## config.mk

```make
export PLATFORM = sky130hd
export DESIGN_NAME = sdif_top
export DESIGN_NICKNAME = d
export VERILOG_FILES = /design/src/rtl/sdif_pkg.sv /design/src/rtl/sdif_top.sv
export SDC_FILE = /design/constraint.sdc
export NUM_CORES = 1
export LEC_CHECK = 0
export ABC_AREA = 0
export BUFFER_PORTS_ARGS = -buffer_cell sky130_fd_sc_hd__buf_2
export CAP_MARGIN = 10
export CORE_ASPECT_RATIO = 0.9
export CORE_MARGIN = 2
export CORE_UTILIZATION = 55
export CTS_CLUSTER_SIZE = 12
export DETAILED_ROUTE_END_ITERATION = 10
export PLACE_DENSITY = 0.77
export SYNTH_ARGS = -nofsm -noshare
export SYNTH_HDL_FRONTEND = slang
export SYNTH_SLANG_ARGS = --single-unit
```

## constraint.sdc

```tcl
create_clock -name mclk -period 5.3 [get_ports mclk]
set_clock_uncertainty 0.05 [all_clocks]
set_input_delay 0.53 -clock mclk [delete_from_list [all_inputs] [get_ports mclk]]
set_output_delay 0.53 -clock mclk [all_outputs]
set_load 0.02 [all_outputs]
```

## src/rtl/sdif_pkg.sv

```systemverilog
// Shared constants and types for the servo digital input decoder
package sdif_pkg;
    // ----------------------------------------
    // Register map (byte addresses)
    // ----------------------------------------
    localparam logic [7:0] ADDR_CTRL = 8'h00;
    localparam logic [7:0] ADDR_ZERO_THR = 8'h04;
    localparam logic [7:0] ADDR_STAT = 8'h08;
    localparam logic [7:0] ADDR_POS_BASE = 8'h20;
    localparam logic [7:0] ADDR_POS_LAST = 8'h3c;
    // ----------------------------------------
    // Control field positions
    // ----------------------------------------
    localparam int CTRL_MODE_LSB = 0;
    localparam int CTRL_CLRM_LSB = 2;
    localparam int CTRL_GSW_BIT = 4;
    localparam int CTRL_SEN_BIT = 5;
    localparam logic [5:0] CTRL_RESET = 6'h00;
    localparam logic [15:0] ZERO_THR_RESET = 16'h000a;
    // ----------------------------------------
    // Control modes and clear modes
    // ----------------------------------------
    localparam logic [1:0] MODE_TRAIN = 2'h0;
    localparam logic [1:0] MODE_INT = 2'h1;
    localparam logic [1:0] MODE_SPD = 2'h2;
    localparam logic [1:0] MODE_TRQ = 2'h3;
    localparam logic [1:0] CLR_DEV = 2'h0;
    localparam logic [1:0] CLR_FB = 2'h1;
    localparam logic [1:0] CLR_ABORT = 2'h2;
    localparam logic [1:0] CLR_ABORT_DONE = 2'h3;
    // ----------------------------------------
    // Digital input bundle
    // ----------------------------------------
    localparam int DI_W = 13;
    typedef struct packed {
        logic [2:0] position_select;   // bit2..bit0
        logic speed_limit_en;
        logic torque_limit_en;
        logic position_trigger;
        logic position_pause;
        logic command_invert;
        logic zero_clamp;
        logic pulse_clear;
        logic gain_boost;
        logic fault_clear;
        logic servo_enable;
    } sdif_di_s;
endpackage

```

## src/rtl/sdif_top.sv

```systemverilog
// Servo digital input function decoder with APB configuration
// Contract
// - Servo enable input makes servo ready
// - Fault clear input clears clearable faults
// - Gain boost in speed/position when configured
// - Pulse clear runs selected clear mode
// - Mode 0 clears deviation, position modes only
// - Mode 1 clears feedback and turns, position modes only
// - Mode 2 aborts motion, internal position only
// - Mode 3 aborts, target after stop, internal position only
// - Zero clamp locks motor below threshold
// - Invert reverses in internal position, speed, torque
// - Pause halts motion in internal position mode
// - Trigger moves to selected stored position
// - Trigger acts on rising edge only
// - Retrigger accepted only at zero speed
// - Torque limit valid in speed/position
// - Speed limit valid in torque mode
// - Three select bits pick eight positions
`timescale 1ns/1ps
module sdif_top #(
    parameter int SPEED_W = 16,
    parameter int POS_W = 32
) (
    input wire logic mclk,                  // 50 MHz clock
    input wire logic srst,                  // Sync reset, high
    input wire logic psel,                  // APB select
    input wire logic penable,               // APB enable
    input wire logic pwrite,                // APB direction
    input wire logic [7:0] paddr,           // APB byte address
    input wire logic [31:0] pwdata,         // APB write data
    output logic [31:0] prdata,             // APB read data
    output logic pready,                    // APB ready
    output logic pslverr,                   // APB error
    input wire logic servo_enable_in,       // Servo on pin
    input wire logic fault_clear_in,        // Fault clear pin
    input wire logic gain_boost_in,         // Gain boost pin
    input wire logic pulse_clear_in,        // Pulse clear pin
    input wire logic zero_clamp_in,         // Zero clamp pin
    input wire logic command_invert_in,     // Command invert pin
    input wire logic position_pause_in,     // Position pause pin
    input wire logic position_trigger_in,   // Position trigger pin
    input wire logic torque_limit_en_in,    // Torque limit pin
    input wire logic speed_limit_en_in,     // Speed limit pin
    input wire logic position_select_bit0,  // Position select 0
    input wire logic position_select_bit1,  // Position select 1
    input wire logic position_select_bit2,  // Position select 2
    input wire logic [SPEED_W-1:0] motor_speed, // Speed magnitude
    output logic servo_ready,               // Servo ready level
    output logic fault_clear,               // Clear faults pulse
    output logic gain_boost,                // Boosted gain level
    output logic deviation_clear,           // Clear deviation pulse
    output logic feedback_clear,            // Clear feedback pulse
    output logic motion_abort,              // Abort motion pulse
    output logic zero_clamp_lock,           // Hold position level
    output logic direction_invert,          // Reverse level
    output logic motion_pause,              // Pause level
    output logic move_start,                // New move pulse
    output logic [POS_W-1:0] move_target,   // Move position
    output logic torque_limit_valid,        // Torque limit level
    output logic speed_limit_valid,         // Speed limit level
    output logic target_reached_out,        // Target reached
    output logic zero_speed_out             // Speed below threshold
);
    // ----------------------------------------
    // Input synchronisers
    // ----------------------------------------
    sdif_pkg::sdif_di_s pin_raw;
    logic [sdif_pkg::DI_W-1:0] sync1, sync2, sync3;
    logic [sdif_pkg::DI_W-1:0] filt, next_filt, filt_d;
    sdif_pkg::sdif_di_s di, di_d;

    assign pin_raw = '{
        position_select: {position_select_bit2, position_select_bit1,
                          position_select_bit0},
        speed_limit_en: speed_limit_en_in,
        torque_limit_en: torque_limit_en_in,
        position_trigger: position_trigger_in,
        position_pause: position_pause_in,
        command_invert: command_invert_in,
        zero_clamp: zero_clamp_in,
        pulse_clear: pulse_clear_in,
        gain_boost: gain_boost_in,
        fault_clear: fault_clear_in,
        servo_enable: servo_enable_in};

    genvar gi;
    generate
        for (gi = 0; gi < sdif_pkg::DI_W; gi++) begin : g_sync
            always_comb begin
                next_filt[gi] = filt[gi];
                if (sync2[gi] == sync3[gi]) begin
                    next_filt[gi] = sync3[gi];
                end
            end
        end
    endgenerate

    always_ff @(posedge mclk) begin
        if (srst) begin
            sync1 <= '0;
            sync2 <= '0;
            sync3 <= '0;
            filt <= '0;
            filt_d <= '0;
        end else begin
            sync1 <= pin_raw;
            sync2 <= sync1;
            sync3 <= sync2;
            filt <= next_filt;
            filt_d <= filt;
        end
    end

    assign di = filt;
    assign di_d = filt_d;

    // ----------------------------------------
    // Configuration registers
    // ----------------------------------------
    logic [5:0] ctrl, next_ctrl;
    logic [15:0] zero_thr, next_zero_thr;
    logic [POS_W-1:0] pos_mem [8];
    logic [1:0] mode, clr_mode;
    logic wr_en, addr_ok, is_pos;
    logic [2:0] pos_idx;

    assign mode = ctrl[sdif_pkg::CTRL_MODE_LSB +: 2];
    assign clr_mode = ctrl[sdif_pkg::CTRL_CLRM_LSB +: 2];
    assign is_pos = paddr >= sdif_pkg::ADDR_POS_BASE &&
                    paddr <= sdif_pkg::ADDR_POS_LAST && paddr[1:0] == 2'h0;
    assign pos_idx = paddr[4:2];
    assign addr_ok = is_pos || paddr == sdif_pkg::ADDR_CTRL ||
                     paddr == sdif_pkg::ADDR_ZERO_THR ||
                     paddr == sdif_pkg::ADDR_STAT;
    assign wr_en = psel && penable && pwrite && addr_ok;
    assign pready = 1'b1;
    assign pslverr = psel && penable && !addr_ok;

    always_comb begin
        next_ctrl = ctrl;
        next_zero_thr = zero_thr;
        if (wr_en && paddr == sdif_pkg::ADDR_CTRL) begin
            next_ctrl = pwdata[5:0];
        end
        if (wr_en && paddr == sdif_pkg::ADDR_ZERO_THR) begin
            next_zero_thr = pwdata[15:0];
        end
    end

    always_ff @(posedge mclk) begin
        if (srst) begin
            ctrl <= sdif_pkg::CTRL_RESET;
            zero_thr <= sdif_pkg::ZERO_THR_RESET;
        end else begin
            ctrl <= next_ctrl;
            zero_thr <= next_zero_thr;
        end
    end

    // Position table, cleared at reset
    always_ff @(posedge mclk) begin
        for (int i = 0; i < 8; i++) begin
            if (srst) begin
                pos_mem[i] <= '0;
            end else if (wr_en && is_pos && pos_idx == 3'(i)) begin
                pos_mem[i] <= pwdata[POS_W-1:0];
            end
        end
    end

    // ----------------------------------------
    // Read path
    // ----------------------------------------
    logic [31:0] stat_word;
    assign stat_word = {3'h0, di, 6'h00, target_reached_out,
                        zero_speed_out, zero_clamp_lock, motion_pause,
                        direction_invert, gain_boost, servo_ready, 3'h0};

    always_comb begin
        prdata = 32'h0000_0000;
        if (psel && !pwrite) begin
            if (paddr == sdif_pkg::ADDR_CTRL) begin
                prdata = {26'h000_0000, ctrl};
            end else if (paddr == sdif_pkg::ADDR_ZERO_THR) begin
                prdata = {16'h0000, zero_thr};
            end else if (paddr == sdif_pkg::ADDR_STAT) begin
                prdata = stat_word;
            end else if (is_pos) begin
                prdata = 32'(pos_mem[pos_idx]);
            end
        end
    end

    // ----------------------------------------
    // Motion sequencer
    // ----------------------------------------
    typedef enum logic [2:0] {
        ST_IDLE = 3'b001,
        ST_HALT = 3'b010,
        ST_DONE = 3'b100
    } sdif_state_e;
    sdif_state_e state, next_state;

    logic pos_modes, int_mode, at_zero;
    logic trig_rise, clr_rise, fclr_rise;
    logic next_fault_clear, next_dev_clear, next_fb_clear, next_abort;
    logic next_move_start, next_reached;
    logic [POS_W-1:0] next_move_target;

    assign int_mode = mode == sdif_pkg::MODE_INT;
    assign pos_modes = int_mode || mode == sdif_pkg::MODE_TRAIN;
    assign at_zero = motor_speed < SPEED_W'(zero_thr);
    assign trig_rise = di.position_trigger &&
                       !di_d.position_trigger;
    assign clr_rise = di.pulse_clear && !di_d.pulse_clear;
    assign fclr_rise = di.fault_clear && !di_d.fault_clear;

    always_comb begin
        next_state = state;
        next_fault_clear = fclr_rise;
        next_dev_clear = 1'b0;
        next_fb_clear = 1'b0;
        next_abort = 1'b0;
        next_move_start = 1'b0;
        next_move_target = move_target;
        next_reached = target_reached_out;
        if (clr_rise) begin
            unique case (clr_mode)
                sdif_pkg::CLR_DEV: next_dev_clear = pos_modes;
                sdif_pkg::CLR_FB: next_fb_clear = pos_modes;
                sdif_pkg::CLR_ABORT: begin
                    next_abort = int_mode;
                    // Motion cut short, so the target is not reached
                    if (int_mode) begin
                        next_state = ST_IDLE;
                        next_reached = 1'b0;
                    end
                end
                sdif_pkg::CLR_ABORT_DONE: begin
                    next_abort = int_mode;
                    if (int_mode) begin
                        next_state = ST_HALT;
                        next_reached = 1'b0;
                    end
                end
            endcase
        end
        unique case (state)
            ST_IDLE: ;
            ST_HALT: begin
                if (at_zero && !next_abort) begin
                    next_state = ST_DONE;
                    next_reached = 1'b1;
                end
            end
            ST_DONE: ;
        endcase
        // Trigger only in internal position, once speed has settled
        if (trig_rise && int_mode && zero_speed_out &&
            state != ST_HALT && !next_abort) begin
            next_move_start = 1'b1;
            next_move_target = pos_mem[di.position_select];
            next_state = ST_IDLE;
            next_reached = 1'b0;
        end
        if (!int_mode) begin
            next_state = ST_IDLE;
            next_reached = 1'b0;
        end
    end

    always_ff @(posedge mclk) begin
        if (srst) begin
            state <= ST_IDLE;
            fault_clear <= 1'b0;
            deviation_clear <= 1'b0;
            feedback_clear <= 1'b0;
            motion_abort <= 1'b0;
            move_start <= 1'b0;
            move_target <= '0;
            target_reached_out <= 1'b0;
        end else begin
            state <= next_state;
            fault_clear <= next_fault_clear;
            deviation_clear <= next_dev_clear;
            feedback_clear <= next_fb_clear;
            motion_abort <= next_abort;
            move_start <= next_move_start;
            move_target <= next_move_target;
            target_reached_out <= next_reached;
        end
    end

    // ----------------------------------------
    // Level functions
    // ----------------------------------------
    logic next_ready, next_gain, next_lock, next_inv, next_pause;
    logic next_tlim, next_slim;

    always_comb begin
        next_ready = di.servo_enable &&
                     ctrl[sdif_pkg::CTRL_SEN_BIT];
        next_gain = di.gain_boost && ctrl[sdif_pkg::CTRL_GSW_BIT] &&
                    mode != sdif_pkg::MODE_TRQ;
        next_lock = di.zero_clamp && at_zero;
        next_inv = di.command_invert &&
                   mode != sdif_pkg::MODE_TRAIN;
        next_pause = di.position_pause && int_mode;
        next_tlim = di.torque_limit_en &&
                    mode != sdif_pkg::MODE_TRQ;
        next_slim = di.speed_limit_en &&
                    mode == sdif_pkg::MODE_TRQ;
    end

    always_ff @(posedge mclk) begin
        if (srst) begin
            servo_ready <= 1'b0;
            gain_boost <= 1'b0;
            zero_clamp_lock <= 1'b0;
            direction_invert <= 1'b0;
            motion_pause <= 1'b0;
            torque_limit_valid <= 1'b0;
            speed_limit_valid <= 1'b0;
            zero_speed_out <= 1'b0;
        end else begin
            servo_ready <= next_ready;
            gain_boost <= next_gain;
            zero_clamp_lock <= next_lock;
            direction_invert <= next_inv;
            motion_pause <= next_pause;
            torque_limit_valid <= next_tlim;
            speed_limit_valid <= next_slim;
            zero_speed_out <= at_zero;
        end
    end
endmodule // sdif_top
```

==> results of run 1 <==
==> worst min path at each step <==
stage                             startpoint           to  slack, ps
after floorplan                      di_d[1]  fault_clear        320
after global placement               di_d[1]  fault_clear        320
after detailed placement             di_d[1]  fault_clear        320
after CTS                 torque_limit_en_in     sync1[8]        160
after global routing      torque_limit_en_in     sync1[8]        160
final                     torque_limit_en_in     sync1[8]        160
==> critical path: stages <==
cell,delay (ps)
buf_2,100
or4_1,600
or3_1,530
nor2_2,900
a211oi_1,170
a211oi_1,260
buf_2,210
==> cells in the final DEF, fill, tap and decap left out, drive strengths merged, types with 2 or more instances in the layout <==
master / count
nor2b: 44
o21ai: 32
nor3: 8
edfxtp: 256
a21oi: 64
dfxtp: 126
clkinv: 6
nand2: 56
nand4b: 2
o31ai: 2
nor3b: 2
buf: 178
or3: 4
nand2b: 5
ha: 15
a41oi: 2
o211ai: 2
inv: 23
mux4: 128
mux2i: 73
and3: 2
nand3: 3
clkbuf: 68
and2: 259
nand4: 2
a211oi: 43
a21o: 2
nor2: 105
a2111oi: 2
nor4: 5
==> power groups by stage <==
stage | logic, W | registers [W] | clock network (W)
after floorplan | 0.000266 | 0.00339 | 0
after global placement | 0.000418 | 0.00339 | 0
after detailed placement | 0.000423 | 0.00340 | 0
after CTS | 0.000425 | 0.00334 | 0.00284
after global routing | 0.000453 | 0.00336 | 0.00296
final | 0.000426 | 0.00335 | 0.00283
==> metrics by stage <==
step	total power (W)	hold WS, ps	instances	worst slack [ps]
6_report	0.00660	161	1950	1420
2_1_floorplan	0.00365	317	1371	860
5_1_grt	0.00677	157	1950	1240
3_5_place_dp	0.00383	324	1873	1460
4_1_cts	0.00661	155	1949	1460
3_3_place_gp	0.00381	323	1873	1520
==> cells by family (layout without fill, tap and decap cells) <==
group	count (synthesis)	count (layout)	share of synthesized area
mux	201	201	0.199
simple gates	501	501	0.152
buf+inv	120	276	0.0271
compound gates	151	151	0.0498
flops	382	382	0.562
other cells	1	2	0.000206
fa+ha+maj	15	15	0.0103
==> sequential cells by signal, summed over array words and instances, names as in the netlist, 3 cells and up <==
signal	cells
pos_mem	256
move_target	32
zero_thr	16
di	13
sync1	13
sync2	13
sync3	13
ctrl	6
di_d	3
state	3
==> routing by layer <==
metal	vias up	track usage	share of wire
li1	5307	-	-
met5	-	0	0.00099
met1	6003	0.388	0.41
met2	624	0.444	0.47
met4	8	0.0833	0.027
met3	97	0.0586	0.10
==> layout make-up <==
class                           count  share of cell area
Tap cell                          422              0.0254
Sequential cell                   382               0.492
Clock inverter                      8             0.00325
Clock buffer                       68              0.0613
Inverter                           22             0.00398
Antenna cell                        1            0.000120
Multi-Input combinational cell    869               0.368
Timing Repair Buffer              178              0.0464
==> impl_metrics.yaml, run 1 <==
yosys:
  yosys.cell_types.count: 44
  yosysWarnings: 0
  synthArstFlopShare: 0
  synthTopCellsByArea: "edfxtp_1, mux4_2, dfxtp_1"
  synth_flop_cell: "edfxtp_1"
  post-synth-top-count-cell: "and2_1"
  synthTopCellsByCount: "and2_1, edfxtp_1, mux4_2"
  synth_area_per_cell_um2: 13.3
  synth_edf_count: 256
  ys_seq_area_frac: 0.562
  synth_top_area_share: 0.423
  syn_area_um2: 18200
  synthCells: 1371
  ys_ff_latch: 382
  synth_area_leader_cell: "edfxtp_1"
  syn_nets: 1460
floorplan:
  die_w_um: 196
  io-pin-count: 154
  initial_core_util: 0.556
  row_count: 63
  chipHeight_um: 176
  die_area_um2: 34500
  coreArea_um2: 32700
global_routing:
  grt_pass1_vias: 11900
  antenna_found_initial: 6
  grt_pass1_wl_um: 71800
  grt_start_max_net_pins: 74
  grt.total_usage: 0.278
  grt.overflow.total: 0
power:
  p_per_area_nw_per_um2: 318
  p_switching_w: 0.00144
  p_clk_frac: 0.428
  p_int_w: 0.00516
  sw_frac_of_total: 0.218
  p_seq_frac: 0.507
  share_comb_of_total_power: 0.065
  peakVddDrop_uv: 236
  p_leak_nw: 7.35
critical_path:
  r2r_slack_ps: 2680
  cp-end-kind: "primary output"
  setup.worst_path.end: "prdata[9]"
  cp_data_required_time_ps: 4720
  worst_setup_path_start_kind: "input port"
  worst-path-max-fanout: 17
  arrival_ps: 3300
  worstSetupStartpoint: "paddr[1]"
  worst-setup-path-type: "in -> out"
  rr_worst_depth: 4
  rr_startpoint: "di[10]"
  timing.rr.end: "move_target[24]"
timing:
  setup_viol: 0
  period_minus_slack_ps: 3880
  fmax_mhz: 258
  timing.final.crit_share: 0.733
  slew-limit-headroom: 0.256
  hold_viol: 0
  fin_setup_tns_ps: 0
  worstMarginPinSlew_ps: 1120
  rsz0062_at_grt: "false"
  slew_violations: 0
routing:
  via_per_inst: 6.17
  drt_iter0_markers: 1181
  postRouteAntennaNets: 0
  totalWireLength_um: 47300
  dr_total_vias: 12000
  wl_per_cell_um: 24.2
  drc: 0
  first_pass_iters: 7
cells_and_area:
  fillCellCount: 2385
  area_delta_synth_final_pct: 14.3
  post-route-cell-area_um2: 20800
  finalNetCount: 1583
  seq_area_um2: 10200
  multiInputGateArea_um2: 7640
  utilization: 0.635
  drive_gt1_frac: 0.257
clock_network:
  htreeDepth: 2
  cts_tree: "done"
  cts_resized: 0
  cts_root_buf: "clkbuf_16"
  hold_buffers: 0
  cts_made_buffers: 41
  clk_pin_slew_ps: 60
  clockBufferDepth: 3
  cts.sinks: 382
  postCtsSetupBuffers: 0
  clock_latency_ps: 530
place:
  io_buffers: 152
  post-dp-hpwl_um: 29800
  finalWeightedCongestion: 0.865
  placed_cell_area_um2: 19400
status:
  outcome: "completed"
run:
  drv_cap: 0
min_path:
  hold_path_class: "in -> reg"
  hold_path_depth: 2
No activity file was read; power rests on OpenSTA's default activity.
==> run 2, diff against run 1 <==
==> constraint.sdc (replaced) <==
create_clock -name mclk -period 3.9 [get_ports mclk]
set_clock_uncertainty 0.05 [all_clocks]
set_input_delay 0.39 -clock mclk [delete_from_list [all_inputs] [get_ports mclk]]
set_output_delay 0.39 -clock mclk [all_outputs]
set_load 0.02 [all_outputs]
==> run 2 against run 1 <==
Against the previous run:
- worst setup slack got worse by 890 ps
- highest routed layer unchanged
- die area did not move
- largest power group unchanged
- non-clock buffer count rose by 25
- count of clock-buffer cells in the layout fell by 2
- power rose by 34%
- sequential share of layout area fell by 0.38 points
- global-route usage rose by 1.0 points
- largest cell class unchanged
- via count rose by 0.80%
- final area rose by 0.79%
- flip-flop and latch count did not move
==> impl_metrics.yaml, run 2 (synthesized netlist as in run 1, its figures left out) <==
cells_and_area:
  regMostFlops: "pos_mem"
  fillCellCount: 2392
  area_delta_synth_final_pct: 15.2
  finalNetCount: 1607
  final_common_cell: "and2_1"
  seq_area_um2: 10200
  multiInputGateArea_um2: 7610
  drive_gt1_frac: 0.266
  largest_reg_flops: 256
  final_cell_mix: "and2_1, edfxtp_1, buf_2"
  layout.cells.non_filler: 1974
  top_regs: "pos_mem: 256 flops, move_target: 32 flops, zero_thr: 16 flops"
  post-route-cell-area_um2: 20900
critical_path:
  cp_data_required_time_ps: 3460
  worst-setup-path-type: "in -> out"
  cp-end-kind: "primary output"
  worst-path-max-fanout: 10
  worst_setup_path_start_kind: "input port"
  arrival_ps: 2940
power:
  sw_frac_of_total: 0.220
  peakVddDrop_uv: 305
  p_clk_frac: 0.417
  p_leak_nw: 7.46
  p_total_w: 0.00884
  p_seq_frac: 0.514
  p_switching_w: 0.00195
  p_per_area_nw_per_um2: 422
  p_int_w: 0.00690
  share_comb_of_total_power: 0.069
floorplan:
  io-pin-count: 154
  chipHeight_um: 176
  initial_core_util: 0.556
  die_area_um2: 34500
  die_w_um: 196
  coreArea_um2: 32700
  row_count: 63
run:
  drv_cap: 0
status:
  outcome: "completed"
global_routing:
  antenna_found_initial: 3
  grt_pass1_vias: 12300
  grt.overflow.total: 0
  grt_start_max_net_pins: 71
  grt.total_usage: 0.288
  grt_pass1_wl_um: 73800
timing:
  slew-limit-headroom: 0.333
  setup_viol: 0
  timing.final.crit_share: 0.866
  setup_ws_ps: 523
  fin_setup_tns_ps: 0
  worstMarginPinSlew_ps: 999
  period_minus_slack_ps: 3380
  slew_violations: 0
  hold_viol: 0
  fmax_mhz: 296
  rsz0062_at_grt: "false"
routing:
  totalWireLength_um: 48900
  drc: 0
  first_pass_iters: 5
  postRouteAntennaNets: 0
  drt_iter0_markers: 1279
  dr_total_vias: 12100
  via_per_inst: 6.15
  wl_per_cell_um: 24.8
place:
  placed_cell_area_um2: 19700
  post-dp-hpwl_um: 31400
  io_buffers: 152
  dp.cells: 1898
  finalWeightedCongestion: 0.907
  dpl_worst_slack_ps: 565
clock_network:
  clockBufferDepth: 3
  htreeDepth: 2
  hold_buffers: 0
  cts.sinks: 382
  cts_root_buf: "clkbuf_16"
  clock_latency_ps: 520
  postCtsSetupBuffers: 0
  cts_tree: "done"
  cts_made_buffers: 40
  clk_pin_slew_ps: 60
  cts_resized: 0
min_path:
  hold_path_class: "in -> reg"
run 2: cell count changes in the layout (fill, tap and decap cells not counted), sizes merged:
cell and change:
buf +25, clkbuf -2, clkinv -2, diode +2, inv +1
run 2: layout make-up:
type | count | share of cell area
timing repair buffer | 203 | 0.0586
antenna | 3 | 0.000359
clock inverter | 7 | 0.00305
inverter | 22 | 0.00394
sequential | 382 | 0.488
clock buffer | 66 | 0.0574
multi-input combinational | 869 | 0.363
tap | 422 | 0.0252
run 2: path summary, 6_finish.rpt:
path,startpoint,to,slack (ps),cells past startpoint
setup reg to reg,di[10],move_target[25],1570,4
hold reg to reg,di_d[1],fault_clear,360,1
setup / recovery,paddr[1],prdata[19],520,8
hold / removal,servo_enable_in,sync1[0],30,2
run 2: through the flow:
| stage | hold slack, ps | util |
|---|---|---|
| global route | 26.7 | 0.640 |
| floorplan | 317 | - |
| finish | 30.6 | 0.640 |
| global placement | 325 | 0.601 |
| CTS | 13.0 | 0.640 |
| detailed placement | 348 | 0.601 |
run 2: critical path: stages:
cell     delay (ps)
buf_2           100
or4_1           580
or3_1           540
nor2_2          660
buf_4           290
a21oi_1          90
nor2_1          110
buf_2           170
run 2: power groups by stage:
stage | clock [W] | combinational (W) | sequential (W)
after floorplan | 0 | 0.000362 | 0.00460
after global placement | 0 | 0.000591 | 0.00460
after detailed placement | 0 | 0.000601 | 0.00462
after CTS | 0.00372 | 0.000605 | 0.00454
after global routing | 0.00388 | 0.000644 | 0.00456
final | 0.00369 | 0.000611 | 0.00454
run 2: per-layer routing:
layer / track usage / part of all wire / vias to the layer above
met4: 0.0881 / 0.027 / 2
met5: 0 / 0.00031 / -
met3: 0.0592 / 0.10 / 89
met1: 0.395 / 0.40 / 6090
li1: - / - / 5352
met2: 0.469 / 0.47 / 602
==> run 3, diff against run 2 <==
--- a/config.mk
+++ b/config.mk
@@ -9,11 +9,12 @@
 export BUFFER_PORTS_ARGS = -buffer_cell sky130_fd_sc_hd__buf_2
 export CAP_MARGIN = 10
 export CORE_ASPECT_RATIO = 0.9
-export CORE_MARGIN = 2
+export CORE_MARGIN = 8
 export CORE_UTILIZATION = 55
 export CTS_CLUSTER_SIZE = 12
 export DETAILED_ROUTE_END_ITERATION = 10
 export PLACE_DENSITY = 0.77
+export RECOVER_POWER = 100
 export SYNTH_ARGS = -nofsm -noshare
 export SYNTH_HDL_FRONTEND = slang
 export SYNTH_SLANG_ARGS = --single-unit
==> run 3 against run 2 <==
Against the previous run:
- the flow now finishes with violations (capacitance limit, slew limit)
- flip-flop and latch count unchanged
- worst setup slack got worse by 270 ps
- clock power shrank 3%
- via count fell by 1.3%
- non-clock buffer count decreased by 14
- hold slack got worse by 1.3 ps
- cell count down 0.86%
- combinational power is 4.6% lower
- maximum frequency down 7.5%
- largest cell class unchanged
- highest routed layer unchanged
==> impl_metrics.yaml, run 3 (synthesized netlist as in run 1, its figures left out) <==
min_path:
  hold_path_class: "in -> reg"
  hold_path_depth: 2
clock_network:
  htreeDepth: 2
  clockBufferDepth: 3
  hold_buffers: 0
  cts.sinks: 382
  clock_latency_ps: 530
  cts_root_buf: "clkbuf_16"
  cts_made_buffers: 41
  postCtsSetupBuffers: 0
  clk_pin_slew_ps: 60
  cts_resized: 0
  cts_tree: "done"
routing:
  drc: 0
  totalWireLength_um: 49100
  drt_iter0_markers: 1297
  dr_total_vias: 12000
  via_per_inst: 6.12
  wl_per_cell_um: 25.1
  postRouteAntennaNets: 0
  first_pass_iters: 5
critical_path:
  worstSetupStartpoint: "paddr[5]"
  cp-end-kind: "register"
  worst-path-max-fanout: 34
  cp_data_required_time_ps: 3860
  r2r_slack_ps: 450
  worst_setup_path_start_kind: "input port"
  rr_worst_depth: 4
  worst-setup-path-type: "in -> reg"
  rr_startpoint: "di[10]"
  timing.rr.end: "move_target[0]"
  setup.worst_path.end: "pos_mem[6][23]"
  arrival_ps: 3610
timing:
  slew_violations: 295
  timing.final.crit_share: 0.936
  hold_viol: 0
  rsz0062_at_grt: "false"
  setup_viol: 0
  fmax_mhz: 274
  period_minus_slack_ps: 3650
  worstMarginPinSlew_ps: 2590
  slew-limit-headroom: -0.729
  hold_ws_ps: 29.3
global_routing:
  grt_pass1_wl_um: 74100
  antenna_found_initial: 3
  grt_pass1_vias: 12200
  grt_start_max_net_pins: 68
  grt.overflow.total: 0
  grt.total_usage: 0.248
cells_and_area:
  finalNetCount: 1594
  drive_gt1_frac: 0.192
  post-route-cell-area_um2: 20500
  utilization: 0.626
  area_delta_synth_final_pct: 12.9
  regMostFlops: "pos_mem"
  top_regs: "pos_mem: 256 flops, move_target: 32 flops, zero_thr: 16 flops"
  largest_reg_flops: 256
  final_cell_mix: "edfxtp_1, and2_1, mux4_2"
  final_common_cell: "edfxtp_1"
floorplan:
  io-pin-count: 154
  coreArea_um2: 32800
  row_count: 63
  die_area_um2: 39100
  initial_core_util: 0.554
  die_w_um: 208
  chipHeight_um: 188
status:
  violations: "capacitance limit, slew limit"
  outcome: "finished, violations left"
place:
  placed_cell_area_um2: 19600
  io_buffers: 152
  post-dp-hpwl_um: 30700
  finalWeightedCongestion: 0.885
power:
  peakVddDrop_uv: 356
  p_per_area_nw_per_um2: 424
  p_leak_nw: 6.83
run:
  drv_cap: 9
## run 3: changes by cell type in the layout (fill, tap and decap cells not counted), sizes merged
cell | previous run | this run
bufinv | 1 | 0
diode | 3 | 2
clkinvlp | 0 | 2
inv | 24 | 22
buf | 203 | 91
clkinv | 4 | 6
clkbuf | 66 | 161
## run 3: final cells by class
type	instances	area (um^2)
inverters	22	82.6
clock buffers	63	1160
repair buffers	189	977
flip-flops and latches	382	10200
multi-input cells	869	7510
diodes	2	5.00
fillers	2504	12300
clock inverters	8	43.8
well taps	422	528
## run 3: power breakdown
group          internal [W]  switching [W]
Sequential          0.00447      0.0000770
Combinational      0.000253       0.000331
Clock               0.00205        0.00153
## run 3: layer usage
| layer | track usage | part of all wire | vias up | wire length, um |
|---|---|---|---|---|
| li1 | - | - | 5305 | - |
| met1 | 0.334 | 0.41 | 5939 | 19900 |
| met2 | 0.405 | 0.47 | 655 | 23200 |
| met3 | 0.0538 | 0.10 | 72 | 5020 |
| met4 | 0.0655 | 0.020 | 2 | 977 |
| met5 | 0 | 0.00026 | - | 13 |
## run 3: worst min path at each step
stage                   to  slack [ps]               from
2_1_floorplan  fault_clear         320            di_d[1]
3_3_place_gp   fault_clear         320            di_d[1]
3_5_place_dp   fault_clear         330            di_d[1]
4_1_cts           sync1[1]          10     fault_clear_in
5_1_grt           sync1[5]          60  command_invert_in
6_report          sync1[1]          30     fault_clear_in
## run 3: critical path: stages
cell	delay, ps
buf_2	130
nand2_1	90
clkbuf_1	1590
nor2_1	120
nand2_1	390
o21ai_0	130
clkbuf_2	720
## run 3: stage by stage
stage                     TNS (ps)  instances  setup WS, ps  total power (W)
after floorplan             -26840       1371          -323          0.00496
after global placement           0       1884           464          0.00518
after detailed placement         0       1884           341          0.00521
after CTS                        0       1955           314          0.00874
after global routing             0       1956           137          0.00895
final                            0       1957           250          0.00870
